`src/lpw_pkg.sv`:
```
// shared constants for the line pattern and wide line fragment block
package lpw_pkg;
    localparam int PAT_W = 16;
    localparam int IDX_W = 4;
    localparam int FAC_W = 9;
    localparam int CNT_W = 8;
    localparam logic [PAT_W-1:0] PAT_RESET = 16'hFFFF;
    localparam logic [FAC_W-1:0] FAC_MIN = 9'h001;
    localparam logic [FAC_W-1:0] FAC_MAX = 9'h100;
    localparam logic [FAC_W-1:0] FAC_RESET = 9'h001;
    localparam int WID_W = 8;
    localparam int WID_FRAC = 4;
    localparam logic [WID_W-1:0] WID_RESET = 8'h10;
    localparam logic [WID_W-1:0] WID_HALF = 8'h08;
    localparam int INT_W = WID_W - WID_FRAC;
    localparam logic [INT_W-1:0] WID_ONE = 4'h1;
    localparam logic [INT_W-1:0] WID_MAX_INT = 4'hF;
    localparam logic [INT_W-1:0] WID_MAX_AA_INT = 4'h1;
    localparam int COORD_W = 12;
    localparam int SMP_W = 4;
endpackage

```
`src/lpw_raster.sv`:
```
// line pattern masking and wide line fragment expansion
// What this block does
// - only the low 16 bits of a supplied pattern are kept.
// - repeat factor clamped to 1..256; each bit covers that many fragments.
// - with patterning off, no fragment is suppressed.
// - bit index is counter divided by factor, modulo 16; emit when bit set.
// - index 0 is the least significant pattern bit, 15 the most.
// - counter starts at zero, steps once per position from start to end.
// - counter clears on each new group and each independent segment.
// - clipped segments may start with any counter value.
// - width rounds to nearest, clamps to maximum, zero becomes one.
// - maximum non-antialiased width is at least antialiased maximum, at least 1.
// - shift by (w-1)/2 in minor axis, emit w fragments per position.
// - one pattern bit decides a whole minor column.
// - antialiased coverage is the area inside the segment rectangle.
// - antialiased width 1.0 is supported; only the maximum, 1, is reported, on aa_width_max.
// - antialiased patterned lines split into unit pieces kept per pattern.
// - reset holds width 1.0, no antialias, pattern FFFF, factor 1, pattern off.
// - multisample coverage bit set only inside a retained piece.
module lpw_raster
    import lpw_pkg::*;
(
    input wire logic mclk,
    input wire logic resetn,
    input wire logic ce,
    input wire logic set_line_pattern_command,
    input wire logic [31:0] pattern_in,
    input wire logic [31:0] factor_in,
    input wire logic set_width,
    input wire logic [lpw_pkg::WID_W-1:0] width_in,
    input wire logic set_enables,
    input wire logic line_antialias_enable_in,
    input wire logic pattern_enable_in,
    input wire logic multisample_enable,
    input wire logic [1:0] sample_buffer_count,
    input wire logic group_begin,
    input wire logic seg_valid,
    input wire logic seg_first,
    input wire logic seg_x_major,
    input wire logic [lpw_pkg::COORD_W-1:0] seg_major,
    input wire logic [lpw_pkg::COORD_W-1:0] seg_minor,
    input wire logic seg_last,
    input wire logic [lpw_pkg::SMP_W-1:0] seg_sample_in,
    input wire logic [lpw_pkg::SMP_W-1:0] seg_piece_in,
    output logic seg_ready,
    output logic frag_valid,
    output logic [lpw_pkg::COORD_W-1:0] frag_x,
    output logic [lpw_pkg::COORD_W-1:0] frag_y,
    output logic [lpw_pkg::SMP_W-1:0] frag_coverage,
    output logic frag_aa,
    output logic [lpw_pkg::WID_W-1:0] width_q,
    output logic line_antialias_enable,
    output logic [lpw_pkg::PAT_W-1:0] pattern_q,
    output logic [lpw_pkg::FAC_W-1:0] factor_q,
    output logic pattern_enable,
    output logic [lpw_pkg::INT_W-1:0] aa_width_max
);
    import lpw_pkg::*;

    typedef enum logic [1:0] {
        ST_IDLE = 2'b01,
        ST_COL = 2'b10
    } lpw_state_t;

    typedef struct packed {
        lpw_state_t state;
        logic [WID_W-1:0] width;
        logic aa;
        logic [PAT_W-1:0] pat;
        logic [FAC_W-1:0] fac;
        logic pen;
        logic [INT_W-1:0] col;
        logic [INT_W-1:0] w;
        logic xmaj;
        logic [COORD_W-1:0] maj;
        logic [COORD_W-1:0] mnr;
        logic keep;
        logic [SMP_W-1:0] cov;
        logic fv;
        logic [COORD_W-1:0] fx;
        logic [COORD_W-1:0] fy;
        logic [SMP_W-1:0] fcov;
        logic faa;
    } lpw_st_t;

    lpw_st_t st_r, st_nxt;
    logic [INT_W-1:0] wint;
    logic keep_bit;
    logic take;
    logic pat_clear;
    logic ms_mode;

    function automatic logic [FAC_W-1:0] clamp_factor(input logic [31:0] f);
        if ($signed(f) < $signed({23'h0, FAC_MIN}))
            return FAC_MIN;
        else if ($signed(f) > $signed({23'h0, FAC_MAX}))
            return FAC_MAX;
        else
            return f[FAC_W-1:0];
    endfunction

    // truncates toward zero, so an even width places its extra fragment above the walked line
    function automatic logic [COORD_W-1:0] half_down(input logic [INT_W-1:0] w);
        logic [INT_W-1:0] h;
        h = (w - WID_ONE) >> 1;
        return {{(COORD_W-INT_W){1'b0}}, h};
    endfunction

    lpw_width u_width (
        .width_fx(st_r.width),
        .width_int(wint)
    );

    assign take = seg_valid && (st_r.state == ST_IDLE);
    // group start and each independent segment clear the counter
    assign pat_clear = group_begin || (take && seg_first);

    lpw_pattern u_pattern (
        .mclk(mclk),
        .resetn(resetn),
        .ce(ce),
        .clear(pat_clear),
        .step(take),
        .pattern(st_r.pat),
        .factor(st_r.fac),
        .enable(st_r.pen),
        .keep(keep_bit)
    );
    // counter steps after each position; the bit read now is the pre-step one
    // a clipped segment just arrives without seg_first, its start value is free

    assign ms_mode = multisample_enable && (sample_buffer_count == 2'h1);

    always_comb
    begin
        st_nxt = st_r;
        st_nxt.fv = 1'b0;
        if (set_line_pattern_command)
        begin
            st_nxt.pat = pattern_in[PAT_W-1:0];
            st_nxt.fac = clamp_factor(factor_in);
        end
        if (set_width)
            st_nxt.width = width_in;
        if (set_enables)
        begin
            st_nxt.aa = line_antialias_enable_in;
            st_nxt.pen = pattern_enable_in;
        end
        case (st_r.state)
            ST_IDLE:
            begin
                if (take)
                begin
                    st_nxt.xmaj = seg_x_major;
                    st_nxt.maj = seg_major;
                    st_nxt.keep = pat_clear ? (!st_r.pen || st_r.pat[0]) : keep_bit;
                    // coverage gated by retained piece; only multisample mode passes it to frag_coverage
                    st_nxt.cov = seg_sample_in & seg_piece_in;
                    if (st_r.aa || ms_mode)
                    begin
                        // area coverage comes from setup; one fragment per piece
                        st_nxt.fv = st_nxt.keep;
                        st_nxt.fx = seg_x_major ? seg_major : seg_minor;
                        st_nxt.fy = seg_x_major ? seg_minor : seg_major;
                        st_nxt.fcov = ms_mode ? st_nxt.cov : seg_sample_in;
                        st_nxt.faa = 1'b1;
                    end
                    else
                    begin
                        st_nxt.w = wint;
                        st_nxt.mnr = seg_minor - half_down(wint);
                        st_nxt.col = '0;
                        st_nxt.state = ST_COL;
                    end
                end
            end
            ST_COL:
            begin
                // whole column kept or dropped by one bit
                st_nxt.fv = st_r.keep;
                st_nxt.fx = st_r.xmaj ? st_r.maj : st_r.mnr + COORD_W'(st_r.col);
                st_nxt.fy = st_r.xmaj ? st_r.mnr + COORD_W'(st_r.col) : st_r.maj;
                st_nxt.fcov = {SMP_W{1'b1}};
                st_nxt.faa = 1'b0;
                st_nxt.col = st_r.col + WID_ONE;
                if (st_r.col + WID_ONE >= st_r.w)
                    st_nxt.state = ST_IDLE;
            end
            default:
            begin
                st_nxt.state = ST_IDLE;
            end
        endcase
    end

    always_ff @(posedge mclk or negedge resetn)
    begin
        if (!resetn)
        begin
            st_r <= '0;
            st_r.state <= ST_IDLE;
            st_r.width <= WID_RESET;
            st_r.pat <= PAT_RESET;
            st_r.fac <= FAC_RESET;
            st_r.aa <= 1'b0;
            st_r.pen <= 1'b0;
        end
        else if (ce)
        begin
            st_r <= st_nxt;
        end
    end

    // one-hot: bit 0 is the idle state, so ready comes straight from a flop
    assign seg_ready = st_r.state[0];
    assign frag_valid = st_r.fv;
    assign frag_x = st_r.fx;
    assign frag_y = st_r.fy;
    assign frag_coverage = st_r.fcov;
    assign frag_aa = st_r.faa;
    assign width_q = st_r.width;
    assign line_antialias_enable = st_r.aa;
    assign pattern_q = st_r.pat;
    assign factor_q = st_r.fac;
    assign pattern_enable = st_r.pen;
    assign aa_width_max = WID_MAX_AA_INT;
endmodule

```
`src/lpw_pattern.sv`:
```
// pattern mask bit selection with repeat sub-counter and bit index
module lpw_pattern
    import lpw_pkg::*;
(
    input wire logic mclk,
    input wire logic resetn,
    input wire logic ce,
    input wire logic clear,
    input wire logic step,
    input wire logic [lpw_pkg::PAT_W-1:0] pattern,
    input wire logic [lpw_pkg::FAC_W-1:0] factor,
    input wire logic enable,
    output logic keep
);
    typedef struct packed {
        logic [lpw_pkg::FAC_W-1:0] rep;
        logic [lpw_pkg::IDX_W-1:0] idx;
    } lpw_pat_st_t;
    lpw_pat_st_t st_r, st_nxt;

    always_comb
    begin
        st_nxt = st_r;
        // a position taken together with the clear still counts, so the next one sees one
        if (clear)
        begin
            st_nxt = '0;
        end
        if (step)
        begin
            // sub-counter wraps at the factor, index advances on wrap
            if (st_nxt.rep + FAC_MIN >= factor)
            begin
                st_nxt.rep = '0;
                st_nxt.idx = st_nxt.idx + IDX_W'(1);
            end
            else
            begin
                st_nxt.rep = st_nxt.rep + FAC_MIN;
            end
        end
    end

    // index 0 is the lsb; disabled pattern behaves as all ones
    assign keep = !enable || pattern[st_r.idx];

    always_ff @(posedge mclk or negedge resetn)
    begin
        if (!resetn)
            st_r <= '0;
        else if (ce)
            st_r <= st_nxt;
    end
endmodule

```
`src/lpw_width.sv`:
```
// width rounding and clamping for non-antialiased lines
module lpw_width
    import lpw_pkg::*;
(
    input wire logic [lpw_pkg::WID_W-1:0] width_fx,
    output logic [lpw_pkg::INT_W-1:0] width_int
);
    logic [WID_W:0] sum;
    logic [INT_W:0] rounded;
    // round to nearest, zero becomes one, clamp to maximum
    always_comb
    begin
        sum = {1'b0, width_fx} + {1'b0, WID_HALF};
        rounded = sum[WID_W:WID_FRAC];
        if (rounded == '0)
            width_int = WID_ONE;
        else if (rounded > {1'b0, WID_MAX_INT})
            width_int = WID_MAX_INT;
        else
            width_int = rounded[INT_W-1:0];
    end
endmodule

```
`config.mk`:
```
export PLATFORM = sky130hd
export DESIGN_NAME = lpw_raster
export DESIGN_NICKNAME = d
export VERILOG_FILES = /design/src/lpw_pkg.sv /design/src/lpw_raster.sv /design/src/lpw_pattern.sv /design/src/lpw_width.sv
export SDC_FILE = /design/constraint.sdc
export NUM_CORES = 1
export LEC_CHECK = 0
export BUFFER_PORTS_ARGS = -buffer_cell sky130_fd_sc_hd__buf_2
export CAP_MARGIN = 20
export CORE_ASPECT_RATIO = 0.75
export CORE_MARGIN = 10
export CORE_UTILIZATION = 54
export CTS_CLUSTER_DIAMETER = 200
export DETAILED_ROUTE_END_ITERATION = 10
export PLACE_DENSITY = 0.79
export SYNTH_ARGS = -nofsm -noshare
export SYNTH_HDL_FRONTEND = slang
export SYNTH_SLANG_ARGS = --single-unit
export TNS_END_PERCENT = 100
```
`constraint.sdc`:
```
create_clock -name mclk -period 3.9 [get_ports mclk]
set_input_delay 0.39 -clock mclk [delete_from_list [all_inputs] [get_ports mclk]]
set_output_delay 0.39 -clock mclk [all_outputs]
set_load 0.02 [all_outputs]
```
* Yosys cells after proc, flatten, opt, wreduce, memory -nomap -nowiden
Cells that the tools add are included.
** Word-level totals
- Register bits after elaboration :: 118
- Bits in latches :: 0
- Bits in writable memories :: 0
- Bits in read-only memories :: 0
- Input port bits :: 120
- Output and inout bits :: 70
- Memories :: 0
** Operators by class
- $add $sub $neg :: 7
- $mul :: 0
- Div/mod/pow operators :: 0
- Magnitude comparators :: 6
- Equality and inequality tests :: 7
- Shift operators :: 0
- Multiplexer cells :: 26
- Bitwise operators :: 2
- Reductions and logical operators :: 18
** Operator list (number)
- $mux 68 :: 1
- $mux 12 :: 5
- $pmux 30 s2 :: 1
- $gt 32x10->1 const B :: 1
- $lt 32x2->1 const B :: 1
- $mux 30 :: 1
- $mux 9 :: 3
- $mux 13 :: 2
- $mux 4 :: 4
- $reduce_and 4->1 :: 4
- $add 12x4->12 :: 1
- $sub 12x3->12 :: 1
- $add 8x4->9 const B :: 1
- $add 9x1->9 const B :: 1
- $ge 9x9->1 :: 1
- $add 4x1->4 const B :: 2
- $mux 8 :: 1
- $pmux 4 s2 :: 1
- $mux 2 :: 3
- $ne 2x2->1 const B :: 3
- $reduce_and 2->1 :: 3
- $gt 5x4->1 const B :: 1
- $logic_not 5->1 :: 1
- $lt 4x5->1 const B :: 1
- 15 further kinds :: 22

* Longest topological paths before layout
Gate-level depths: netlist of the first run.
- Word-level depth :: 9
- Depth in mapped cells :: 17

* Modules after synthesis
A second synthesis of the first run with hierarchy kept.
** Second synthesis, totals
- Cells, all modules :: 741
- Area total of the unflattened synthesis :: 7201.9 um^2
** By module, submodules not included
- lpw_raster :: times used 1, cells each 608, area an instance 5958.2 um^2, sequential area each 2551.2 um^2
- lpw_pattern :: times used 1, cells each 117, area an instance 1139.8 um^2, sequential area each 325.3 um^2
- lpw_width :: times used 1, cells each 16, area an instance 103.8 um^2, sequential area each 0.0 um^2

* Least setup slack after synthesis of the first run
Ideal clock, no wire load.
- Path kind :: register to register
- Start :: register st_r, in the netlist seg_ready
- End :: register u_pattern.st_r[10] (netlist name)
- Data arrival time :: 3.523 ns
- Data required time :: 3.833 ns
- Slack :: 0.310 ns
- Stages on the path, launching flop included :: 17
- Buffers on the path :: 1
- Period minus slack after synthesis :: 3.590 ns
- Cell sequence :: dfstp_2 -> ha_1 -> buf_2 -> and2_4 -> a21oi_2 -> and2_1 -> ha_1 -> and3_1 -> nand3_1 -> xor2_1 -> nor2_1 -> ha_1 -> and4_1 -> nor2b_1 -> a311o_1 -> nor2_1 -> a22o_1
** On the way
- Longest elaborated chain between the ends :: 9
** Ends and longest elaborated chain
- from (decl) :: RTL line lpw_raster.sv:86 : lpw_st_t st_r, st_nxt;
- from (signal assigned) :: RTL line lpw_raster.sv:211 : st_r <= st_nxt;
- $eq 2x1->1 * :: RTL line lpw_raster.sv:114 : assign take = seg_valid && (st_r.state == ST_IDLE);
- $logic_and 1x1->1 * :: RTL line lpw_raster.sv:114
- $logic_and 1x1->1 :: RTL line lpw_raster.sv:116 : assign pat_clear = group_begin || (take && seg_first);
- $logic_or 1x1->1 :: RTL line lpw_raster.sv:116
- $mux 13 :: RTL line lpw_pattern.sv:25 : if (clear)
- $add 9x1->9 :: RTL line lpw_pattern.sv:32, lpw_pattern.sv:39
- $ge 9x9->1 :: RTL line lpw_pattern.sv:32 : if (st_nxt.rep + FAC_MIN >= factor)
- $mux 9 :: RTL line lpw_pattern.sv:32
- $mux 13 * :: RTL line lpw_pattern.sv:29 : if (step)
- to (signal assigned) :: RTL line lpw_pattern.sv:52 : st_r <= st_nxt;
- to (decl) :: RTL line lpw_pattern.sv:19 : lpw_pat_st_t st_r, st_nxt;
Mark *: on every way between the ends. The rest lies on a longest branch, timed or not.
A chain may end at the register's enable or synchronous reset.

* Final worst setup path of the first run
- Start :: register st_r[104] (netlist name)
- End :: register u_pattern.st_r[11] (netlist name)
The elaborated chain is that of the path after synthesis.

==> results by stage, run 1 <==
Power and ir drop:
- Across the VDD grid, the largest voltage drop is 442 µV.
- The total power consumption of the routed design is 5.40 mW.
- In this run the static leakage power is 3.94 nW.
- The power per cell area is ~660 mW/mm².

Worst setup path:
- The gate family responsible for the most delay along the worst path is simple AND/OR/NAND/NOR gates.
- The delay of the slowest cell on the worst path is 0.42 ns.
- The startpoint of the worst-slack reg-to-reg timing path is st_r[104]$_DFFE_PN0P_.
- STA classifies the critical path startpoint as a flip-flop.
- By startpoint and endpoint, the worst setup path is classified as reg2reg.
- The data required time at the worst endpoint is 4.25 ns.
- STA classifies the critical path endpoint as a flip-flop.
- Among all stages on the critical path, the largest delay is contributed by sky130_fd_sc_hd__a311o_1.
- The number of buffers and inverters on the critical path is 2.
- At the worst endpoint, the arrival time is 4.03 ns.
- The worst register-to-register path ends at u_pattern.st_r[11]$_DFFE_PN0P_.
- For flop-to-flop paths, the worst setup slack is 0.22 ns.
- The signal on the critical path passes through inv_1, ha_1, buf_4, a31o_2, nor2_2, ha_2, and3_1, nand3_1, xor2_1, nor2_1, ha_1, and4_4, nor2b_2, a311o_1, nor2_2, a22o_1.
- The maximum fanout along the worst path is 9.
- For the worst flop-to-flop path, the logic depth is 16.

Final layout:
- For this run, the number of standard cells in the final layout without fillers is 980.
- The total inserted antenna cells is 0.
- The layout overhead on the synthesized area is 16.1%.
- The layout net count is 945.
- The finished cells cover 0.00822 mm².
- The proportion of layout cells with a drive suffix above 1 is between 30 and 40%.

Floorplan:
- The floorplan row count is 36.
- The I/O pin count is 190.
- The area of the die is approximately 0.018 mm².
- Once the floorplan was initialized, standard cells occupied 54.8% of the core.
- The die outline width is 152 µm.
- The die is 119 µm tall.
- The area of the core is 0.0129 mm².

GRT:
- The global routing usage summed across all routing layers is 20.2%.
- In the global route stage, met1 resource usage came out at between 20 and 30%.
- The global-route wire length before repair is 30.6 mm.
- The number of antenna violations at the first check in global routing came to 0.
- The overflow left after global routing is 0.
- Entering global routing, the biggest net connects 54 pins.
- For this run, global-route usage on met2 was measured as 32.2%.
- The number of global-route vias before repair is approximately 6100.
- In the global route stage, met3 resource usage came out at 6.01%.
- The most used routing layer in global routing is met2.

Route:
- In the routed design, unresolved DRC markers number 0.
- The first-iteration detailed-routing DRC count is 554.
- The post-detailed-route wirelength per cell is 19.0 µm.
- The sum of routed wire length over all layers is 18.6 mm.
- Once detail routing completed, the nets flagged for antenna violations numbered 0.
- Before antenna repair, the detailed router went through 6 iterations.
- The total via count in the routed design is 5726.
- Dividing the detail-routed via count by the number of cells gives 5.84.

STA:
- The maximum operating frequency is around 270 MHz.
- The slew at the pin closest to its max-slew limit is 1.01 ns.
- Setup violations remaining at the end of the flow were counted as 0.
- After layout, the worst path uses 94.3% of the clock period.
- The minimum setup slack in the final design is 0.222 ns.
- For the final database, setup skew stands at 0.00673 ns.
- The number of failing hold endpoints at the final stage is 0.
- Measured against its own limit, the worst slew margin works out to 32.1%.
- The smallest clock period supported by the final layout is computed as 3.68 ns.
- The total count of max-transition violations in the final report is 0.

Yosys:
- The unique cell type count in the Yosys netlist is 70.
- Summed over all instances, the cell type with the most area after synthesis is sky130_fd_sc_hd__dfrtp_1.
- Of the synthesized area, sequential elements account for about two fifths.
- For this run, the number of Yosys warnings is 0.
- The area share of the largest cell type after synthesis is about 34%.
- The cell area that synthesis handed to floorplanning was 0.00708 mm².
- Sorting the synthesized cells by area gives the leading types as sky130_fd_sc_hd__dfrtp_1 (34%), sky130_fd_sc_hd__dfstp_2 (7.1%), sky130_fd_sc_hd__buf_4 (7.0%).
- The number of standard cells after synthesis is 690.
- Counting flops with a built-in enable in the synthesized netlist gives 0.
- In the post-synthesis netlist, the cell with the most instances is sky130_fd_sc_hd__dfrtp_1.
- The post-synthesis area per instance is ~10 µm².
- The commonest cells after synthesis are sky130_fd_sc_hd__dfrtp_1 (95), sky130_fd_sc_hd__nand2_1 (74), sky130_fd_sc_hd__buf_4 (66), sky130_fd_sc_hd__o21ai_1 (28), sky130_fd_sc_hd__ha_1 (27).
- The most common flop cell mapped by yosys is sky130_fd_sc_hd__dfrtp_1.
- The share of synthesized flip-flops with an asynchronous set or reset is 100%.
- After synthesis the netlist holds a flip-flop and latch count of about 110.

Clock network:
- The later pin in the worst-skew pair is clocked with a latency of 0.42 ns.
- Buffers inserted to repair hold after CTS numbered 0.
- Buffers inserted during clock tree synthesis total 17.
- The buffer depth of the longest clock path is 2.
- The root buffer cell chosen for the clock tree is sky130_fd_sc_hd__clkbuf_16.
- Clock-pin slew was measured on the worst setup and hold paths at 0.05 ns.
- The number of sinks on the clock net is 114.
- The H-tree was split into 4 levels.
- TritonCTS built the clock tree.

Placement:
- The number of cells in the design after placement is ~950.
- The final estimated routing congestion in global placement is 0.875.
- The quantity of I/O buffers inserted on ports is 168.
- The standard cell area after detailed placement is about 0.0076 mm².
- The half-perimeter wire length of the detailed placement result is approximately 14 mm.
- At the placement stage, the worst setup path has a slack of roughly 0.0071 ns.

Run status:
- The flow ran to the end, and the final reports show no timing, DRC or antenna violations.

Min path:
- The type of the tightest min-delay check is in2async.

Flow run:
- The reported max-cap violation count is 0.
-- cells in the final DEF, fill, tap and decap left out, types with 15 or more instances in the layout --
| cell | Yosys | final |
|---|---|---|
| sky130_fd_sc_hd__inv_1 | 23 | 23 |
| sky130_fd_sc_hd__xor2_1 | 15 | 15 |
| sky130_fd_sc_hd__dfstp_2 | 19 | 19 |
| sky130_fd_sc_hd__buf_2 | 6 | 167 |
| sky130_fd_sc_hd__a22o_1 | 15 | 15 |
| sky130_fd_sc_hd__clkbuf_16 | 0 | 21 |
| sky130_fd_sc_hd__dfrtp_1 | 95 | 95 |
| sky130_fd_sc_hd__o21ai_1 | 28 | 28 |
| sky130_fd_sc_hd__o221ai_1 | 18 | 18 |
| sky130_fd_sc_hd__mux2_1 | 24 | 24 |
| sky130_fd_sc_hd__nand2_1 | 74 | 74 |
| sky130_fd_sc_hd__ha_1 | 27 | 26 |
| sky130_fd_sc_hd__nor2_1 | 22 | 20 |
| sky130_fd_sc_hd__nand3_1 | 17 | 17 |
| sky130_fd_sc_hd__mux2i_1 | 25 | 25 |
| sky130_fd_sc_hd__mux2_2 | 26 | 26 |
-- timing repair --
item,CTS,global route
gates resized for setup,1,4
setup buffers,0,1
pin swaps,0,1
endpoints found under the setup margin,1,12
-- area by class of cell --
cell class	instances	area (µm²)
fillers	1015	4710
multi-input cells	457	3460
flip-flops and latches	114	2880
repair buffers	180	941
clock buffers	26	594
well taps	171	214
inverters	26	97.6
clock inverters	6	31.3
-- kinds of logic (layout without fill, tap and decap cells) --
kind of cell,Yosys count,after routing,synth area share (%)
XOR/XNOR,28,28,3.46
AND/OR/NAND/NOR,187,187,13.3
adder cells (fa/ha/maj),29,29,5.34
other,2,4,0.106
buffers and inverters,121,238,10.7
AO/OA/AOI/OAI,129,129,13.1
flip-flops,114,114,40.6
multiplexers,80,80,13.2
-- through the flow --
stage	utilization [%]	hold slack (ns)	setup TNS, ns
finish	63.6	0.0128	0
global route	63.6	0.0542	-0.00562
CTS	63.3	0.0375	0
detailed placement	58.4	0.460	0
global placement	58.4	0.454	0
floorplan	-	0.0944	0
-- state kept, by name, indices dropped and copies added (netlist names) --
| name | count |
|---|---|
| frag_aa | 1 |
| width_q | 8 |
| pattern_enable | 1 |
| st_r | 35 |
| frag_y | 12 |
| frag_x | 12 |
| frag_coverage | 4 |
| line_antialias_enable | 1 |
| u_pattern.st_r | 13 |
| factor_q | 9 |
| seg_ready | 1 |
| pattern_q | 16 |
| frag_valid | 1 |
-- per-layer routing --
metal / part of all wire (%) / vias up
li1: - / 2653
met1: 42 / 2773
met2: 47 / 266
met3: 8.3 / 34
met4: 2.2 / 0
met5: 0 / -
-- how the worst max path moves through the flow --
| stage | start | end | slack, ns | depth (start not counted) |
|---|---|---|---|---|
| detailed placement | st_r[104]$_DFFE_PN0P_ | u_pattern.st_r[11]$_DFFE_PN0P_ | 0.007 | 16 |
| CTS | st_r[104]$_DFFE_PN0P_ | u_pattern.st_r[3]$_DFFE_PN0P_ | 0.12 | 17 |
| global placement | st_r[104]$_DFFE_PN0P_ | u_pattern.st_r[12]$_DFFE_PN0P_ | 0.26 | 16 |
| finish | st_r[104]$_DFFE_PN0P_ | u_pattern.st_r[11]$_DFFE_PN0P_ | 0.22 | 16 |
| global route | st_r[104]$_DFFE_PN0P_ | u_pattern.st_r[3]$_DFFE_PN0P_ | -0.006 | 17 |
| floorplan | seg_ready$_DFFE_PN1P_ | u_pattern.st_r[10]$_DFFE_PN0P_ | 0.31 | 16 |
-- power breakdown --
| group | internal [mW] | leakage [nW] | switching [mW] |
|---|---|---|---|
| clock network | 1.04 | 0.319 | 0.549 |
| registers | 1.57 | 1.42 | 0.306 |
| logic | 0.808 | 2.20 | 1.12 |
| total | 3.42 | 3.94 | 1.98 |
Note: power is estimated with default switching activity, not from simulation.
==> run 2: changes to the inputs <==
Settings changed: CORE_ASPECT_RATIO 0.75 to unset.
==> run 2 against run 1 <==
Compared with the run above: global-route usage down 0.36 points; first-iteration DRC count fell by 21%; non-clock buffer count up 5; clock skew grew 0.0023 ns; register-to-register slack gained 0.02 ns; clock power is 8% lower; via count fell by 1.1%.
==> results by stage, run 2 (same netlist as run 1, synthesis figures left out) <==
Final layout:
- The number of fill cells in the layout is 1040 (+2.5%).
- The leading cell type in the layout, fill and taps excluded is sky130_fd_sc_hd__buf_2.
- The flip-flop count of the largest register after layout is 35 (unchanged).
- The proportion of layout cells with a drive suffix above 1 is 33.9% (-0.21 points).
- The layout net count is 950 (+0.53%).
- The register with the most flip-flops is st_r.
- In the layout the commonest cells are sky130_fd_sc_hd__buf_2 (167), sky130_fd_sc_hd__dfrtp_1 (95), sky130_fd_sc_hd__nand2_1 (74), sky130_fd_sc_hd__o21ai_1 (28).
- From synthesis to final layout, the design area changed by 15.7%.
- The final non-filler cell area is 0.00819 mm² (-0.35%).

GRT:
- The largest net degree at the start of global routing came to 41 (-24%).
- The number of antenna violations at the first check in global routing came to 3 (+3).
- The global-route wire length before repair is 29.2 mm (-4.5%).
- The number of global-route vias before repair was 5986 (-1.6%).
- The global routing usage summed across all routing layers came to 19.8% (-0.36 points).
- The overflow left after global routing came to 0 (unchanged).

Worst setup path:
- Grouping stages by cell kind, the critical path spends the most delay in simple AND/OR/NAND/NOR gates.
- The nature of the critical path startpoint is a flip-flop.
- The signal on the critical path passes through inv_1, ha_1, buf_4, a31o_2, nor2_2, ha_2, and3_1, nand3_1, xor2_1, nor2_1, ha_1, and4_1, nor2b_2, a311oi_1, buf_4, o311a_1, a2bb2oi_1.
- The startpoint of the worst setup timing path is st_r[104]$_DFFE_PN0P_.
- The endpoint kind of the worst setup timing path is a flip-flop.
- The maximum fanout along the worst path is 9 (unchanged).
- The startpoint identified for the worst register-to-register timing path is st_r[104]$_DFFE_PN0P_.
- The critical path is of the reg2reg type.
- The data required time at the worst endpoint is 4.23 ns (-0.02 ns).
- The critical path buffer and inverter count is 3 (+1).
- The worst path arrival time is 4.00 ns (-0.03 ns).
- On the critical path, the stage with the largest delay is an instance of sky130_fd_sc_hd__a311oi_1.
- The delay of the slowest cell on the worst path is 0.41 ns (about the same).

STA:
- Setup repair after global routing left no endpoint under its margin.
- The setup TNS is 0 ns (unchanged).
- The worst hold slack came to 0.187 ns (+0.174 ns).
- The maximum operating frequency came to 273 MHz (+0.43%).
- The worst slew slack as a fraction of its limit came to 28.1% (-4.0 points).
- The final period demand of the worst path came to 3.66 ns (-0.0156 ns).
- The period utilization came to 93.9% (-0.40 points).
- The post-route clock skew is 0.00904 ns (+0.00230 ns).
- The number of failing hold endpoints at the final stage was 0 (unchanged).
- The total count of max-transition violations in the final report is 0 (unchanged).
- The slew at the pin closest to its max-slew limit is 1.07 ns (+0.0592 ns).
- The number of endpoints failing setup at the final stage came to 0 (unchanged).

Route:
- The post-detailed-route wirelength per cell is 18.3 µm (-3.6%).
- The number of nets still failing antenna checks after routing is 0 (unchanged).
- The first-pass iteration count of the detailed router is 5 (-1).
- The first-iteration detailed-routing DRC count came to 437 (-21%).
- The sum of routed wire length over all layers is 18.1 mm (-2.8%).
- The via density per instance is 5.73 (-1.9%).
- The post-route DRC violation count is 0 (unchanged).
- The total via count in the routed design is 5661 (-1.1%).

Min path:
- The launch point of the worst hold path is pattern_in[15].
- The type of the tightest min-delay check is in2reg.

Floorplan:
- The floorplan row count came to 41 (+14%).
- The effective utilization at floorplan was 55.6% (+0.88 points).
- The vertical die dimension is 134 µm (+13%).
- The I/O pin count is 190 (unchanged).
- The area of the core is 0.0127 mm² (-1.6%).
- The die outline width is 134 µm (-12%).
- The area of the die is 0.0181 mm² (-0.27%).

Placement:
- The final estimated routing congestion in global placement is 0.849 (-2.9%).
- The quantity of I/O buffers inserted on ports is 168 (unchanged).
- The standard cell area after detailed placement is 0.00756 mm² (about the same).
- The half-perimeter wire length of the detailed placement result is 13.7 mm (-1.6%).

Power and ir drop:
- The worst-case vdd ir drop is 277 µV (-37%).
- The power per cell area came to 638 mW/mm² (-2.9%).
- The relative contribution of the clock network to total power is 27.9% (-1.6 points).
- The leakage power figure is 3.91 nW (-0.89%).
- The net switching power is 1.90 mW (-3.6%).
- The register share of total power is 35.7% (+0.9 points).
- The total power consumption of the routed design was 5.22 mW (-3.2%).
- The net switching share of the total power came to 36.5% (-0.15 points).
- The cell-internal power is 3.32 mW (-3.0%).
- The part of the power in combinational logic is 36.3% (+0.6 points).

Clock network:
- The clock network latency to the later pin of the worst-skew pair came to 0.42 ns (about the same).
- The number of sinks on the clock net is 114 (unchanged).
- Clock tree synthesis selected as its root buffer the cell sky130_fd_sc_hd__clkbuf_16.
- The clock buffer count from CTS is 17 (unchanged).
- The clock edge transition at the registers on the reported setup and hold paths came to 0.05 ns (about the same).
- The depth of the CTS H-tree is 4 (unchanged).
- The buffer depth of the longest clock path is 2 (unchanged).
- The TritonCTS clock tree is built.

Flow run:
- The reported max-cap violation count was 0 (unchanged).

Run status:
- The run finished with clean final reports.
run 2: cell count changes in the layout (fill, tap and decap cells not counted), moves of 2 or more:
cell and delta:
sky130_fd_sc_hd__clkbuf_16 -4, sky130_fd_sc_hd__bufinv_16 +2, sky130_fd_sc_hd__diode_2 +2, sky130_fd_sc_hd__clkinvlp_4 +4
sky130_fd_sc_hd__buf_4 +4, sky130_fd_sc_hd__clkbuf_8 -5, sky130_fd_sc_hd__clkbuf_1 +4
run 2: layout make-up:
class | instances | area, µm² | share of cell area, %
multi-input cells | 457 | 3460 | 42.3
flip-flops and latches | 114 | 2880 | 35.1
repair buffers | 185 | 977 | 11.9
clock buffers | 21 | 440 | 5.38
well taps | 172 | 215 | 2.63
clock inverters | 11 | 115 | 1.41
inverters | 26 | 97.6 | 1.19
diodes | 2 | 5.00 | 0.0611
run 2: metrics by stage:
| step | cells | utilization [%] | setup slack, ns |
|---|---|---|---|
| 6_report | 988 | 64.3 | 0.237 |
| 5_1_grt | 987 | 64.3 | 0.00564 |
| 4_1_cts | 980 | 63.8 | 0.111 |
| 3_5_place_dp | 947 | 59.4 | 0.168 |
| 3_3_place_gp | 947 | 59.4 | 0.274 |
| 2_1_floorplan | 692 | - | 0.310 |
run 2: path summary, 6_finish.rpt:
path / endpoint / slack (ns) / cells past startpoint
max: u_pattern.st_r[4]$_DFFE_PN0P_ / 0.24 / 17
min: pattern_q[15]$_DFFE_PN1P_ / 0.19 / 2
max reg2reg: u_pattern.st_r[4]$_DFFE_PN0P_ / 0.24 / 17
min reg2reg: st_r[34]$_DFFE_PN0P_ / 0.47 / 2
max in group asynchronous: pattern_enable$_DFFE_PN0P_ / 2.48 / 3
min in group asynchronous: frag_x[1]$_DFFE_PN0P_ / 0.50 / 2
run 2: power groups by stage:
stage | combinational [mW] | clock (mW) | sequential, mW
floorplan | 1.62 | 0 | 1.79
global placement | 1.79 | 0 | 1.86
detailed placement | 1.87 | 0 | 1.88
CTS | 1.89 | 1.48 | 1.87
global route | 2.11 | 1.54 | 1.92
finish | 1.90 | 1.46 | 1.87
run 2: routing by layer:
layer | GRT usage (%) | wire length, µm | vias up
li1 | - | - | 2664
met1 | 21.9 | 7290 | 2720
met2 | 32.9 | 8610 | 238
met3 | 8.46 | 1740 | 37
met4 | 8.40 | 425 | 2
met5 | 0 | 18 | -
run 2: repair_timing:
action	in CTS	in global routing
hold buffers	1	0
setup buffers	0	5
setup endpoints to repair	0	11
hold endpoints to repair	29	0
resized for setup	0	5
run 2: worst register-to-register path: stages (launching register included):
cell                        delay [ns]
sky130_fd_sc_hd__dfrtp_1          0.36
sky130_fd_sc_hd__inv_1            0.05
sky130_fd_sc_hd__ha_1             0.19
sky130_fd_sc_hd__buf_4            0.17
sky130_fd_sc_hd__a31o_2           0.22
sky130_fd_sc_hd__nor2_2           0.11
sky130_fd_sc_hd__ha_2             0.24
sky130_fd_sc_hd__and3_1           0.23
sky130_fd_sc_hd__nand3_1          0.11
sky130_fd_sc_hd__xor2_1           0.15
sky130_fd_sc_hd__nor2_1           0.14
sky130_fd_sc_hd__ha_1             0.28
sky130_fd_sc_hd__and4_1           0.24
sky130_fd_sc_hd__nor2b_2          0.17
sky130_fd_sc_hd__a311oi_1         0.41
sky130_fd_sc_hd__buf_4            0.21
sky130_fd_sc_hd__o311a_1          0.16
sky130_fd_sc_hd__a2bb2oi_1        0.15
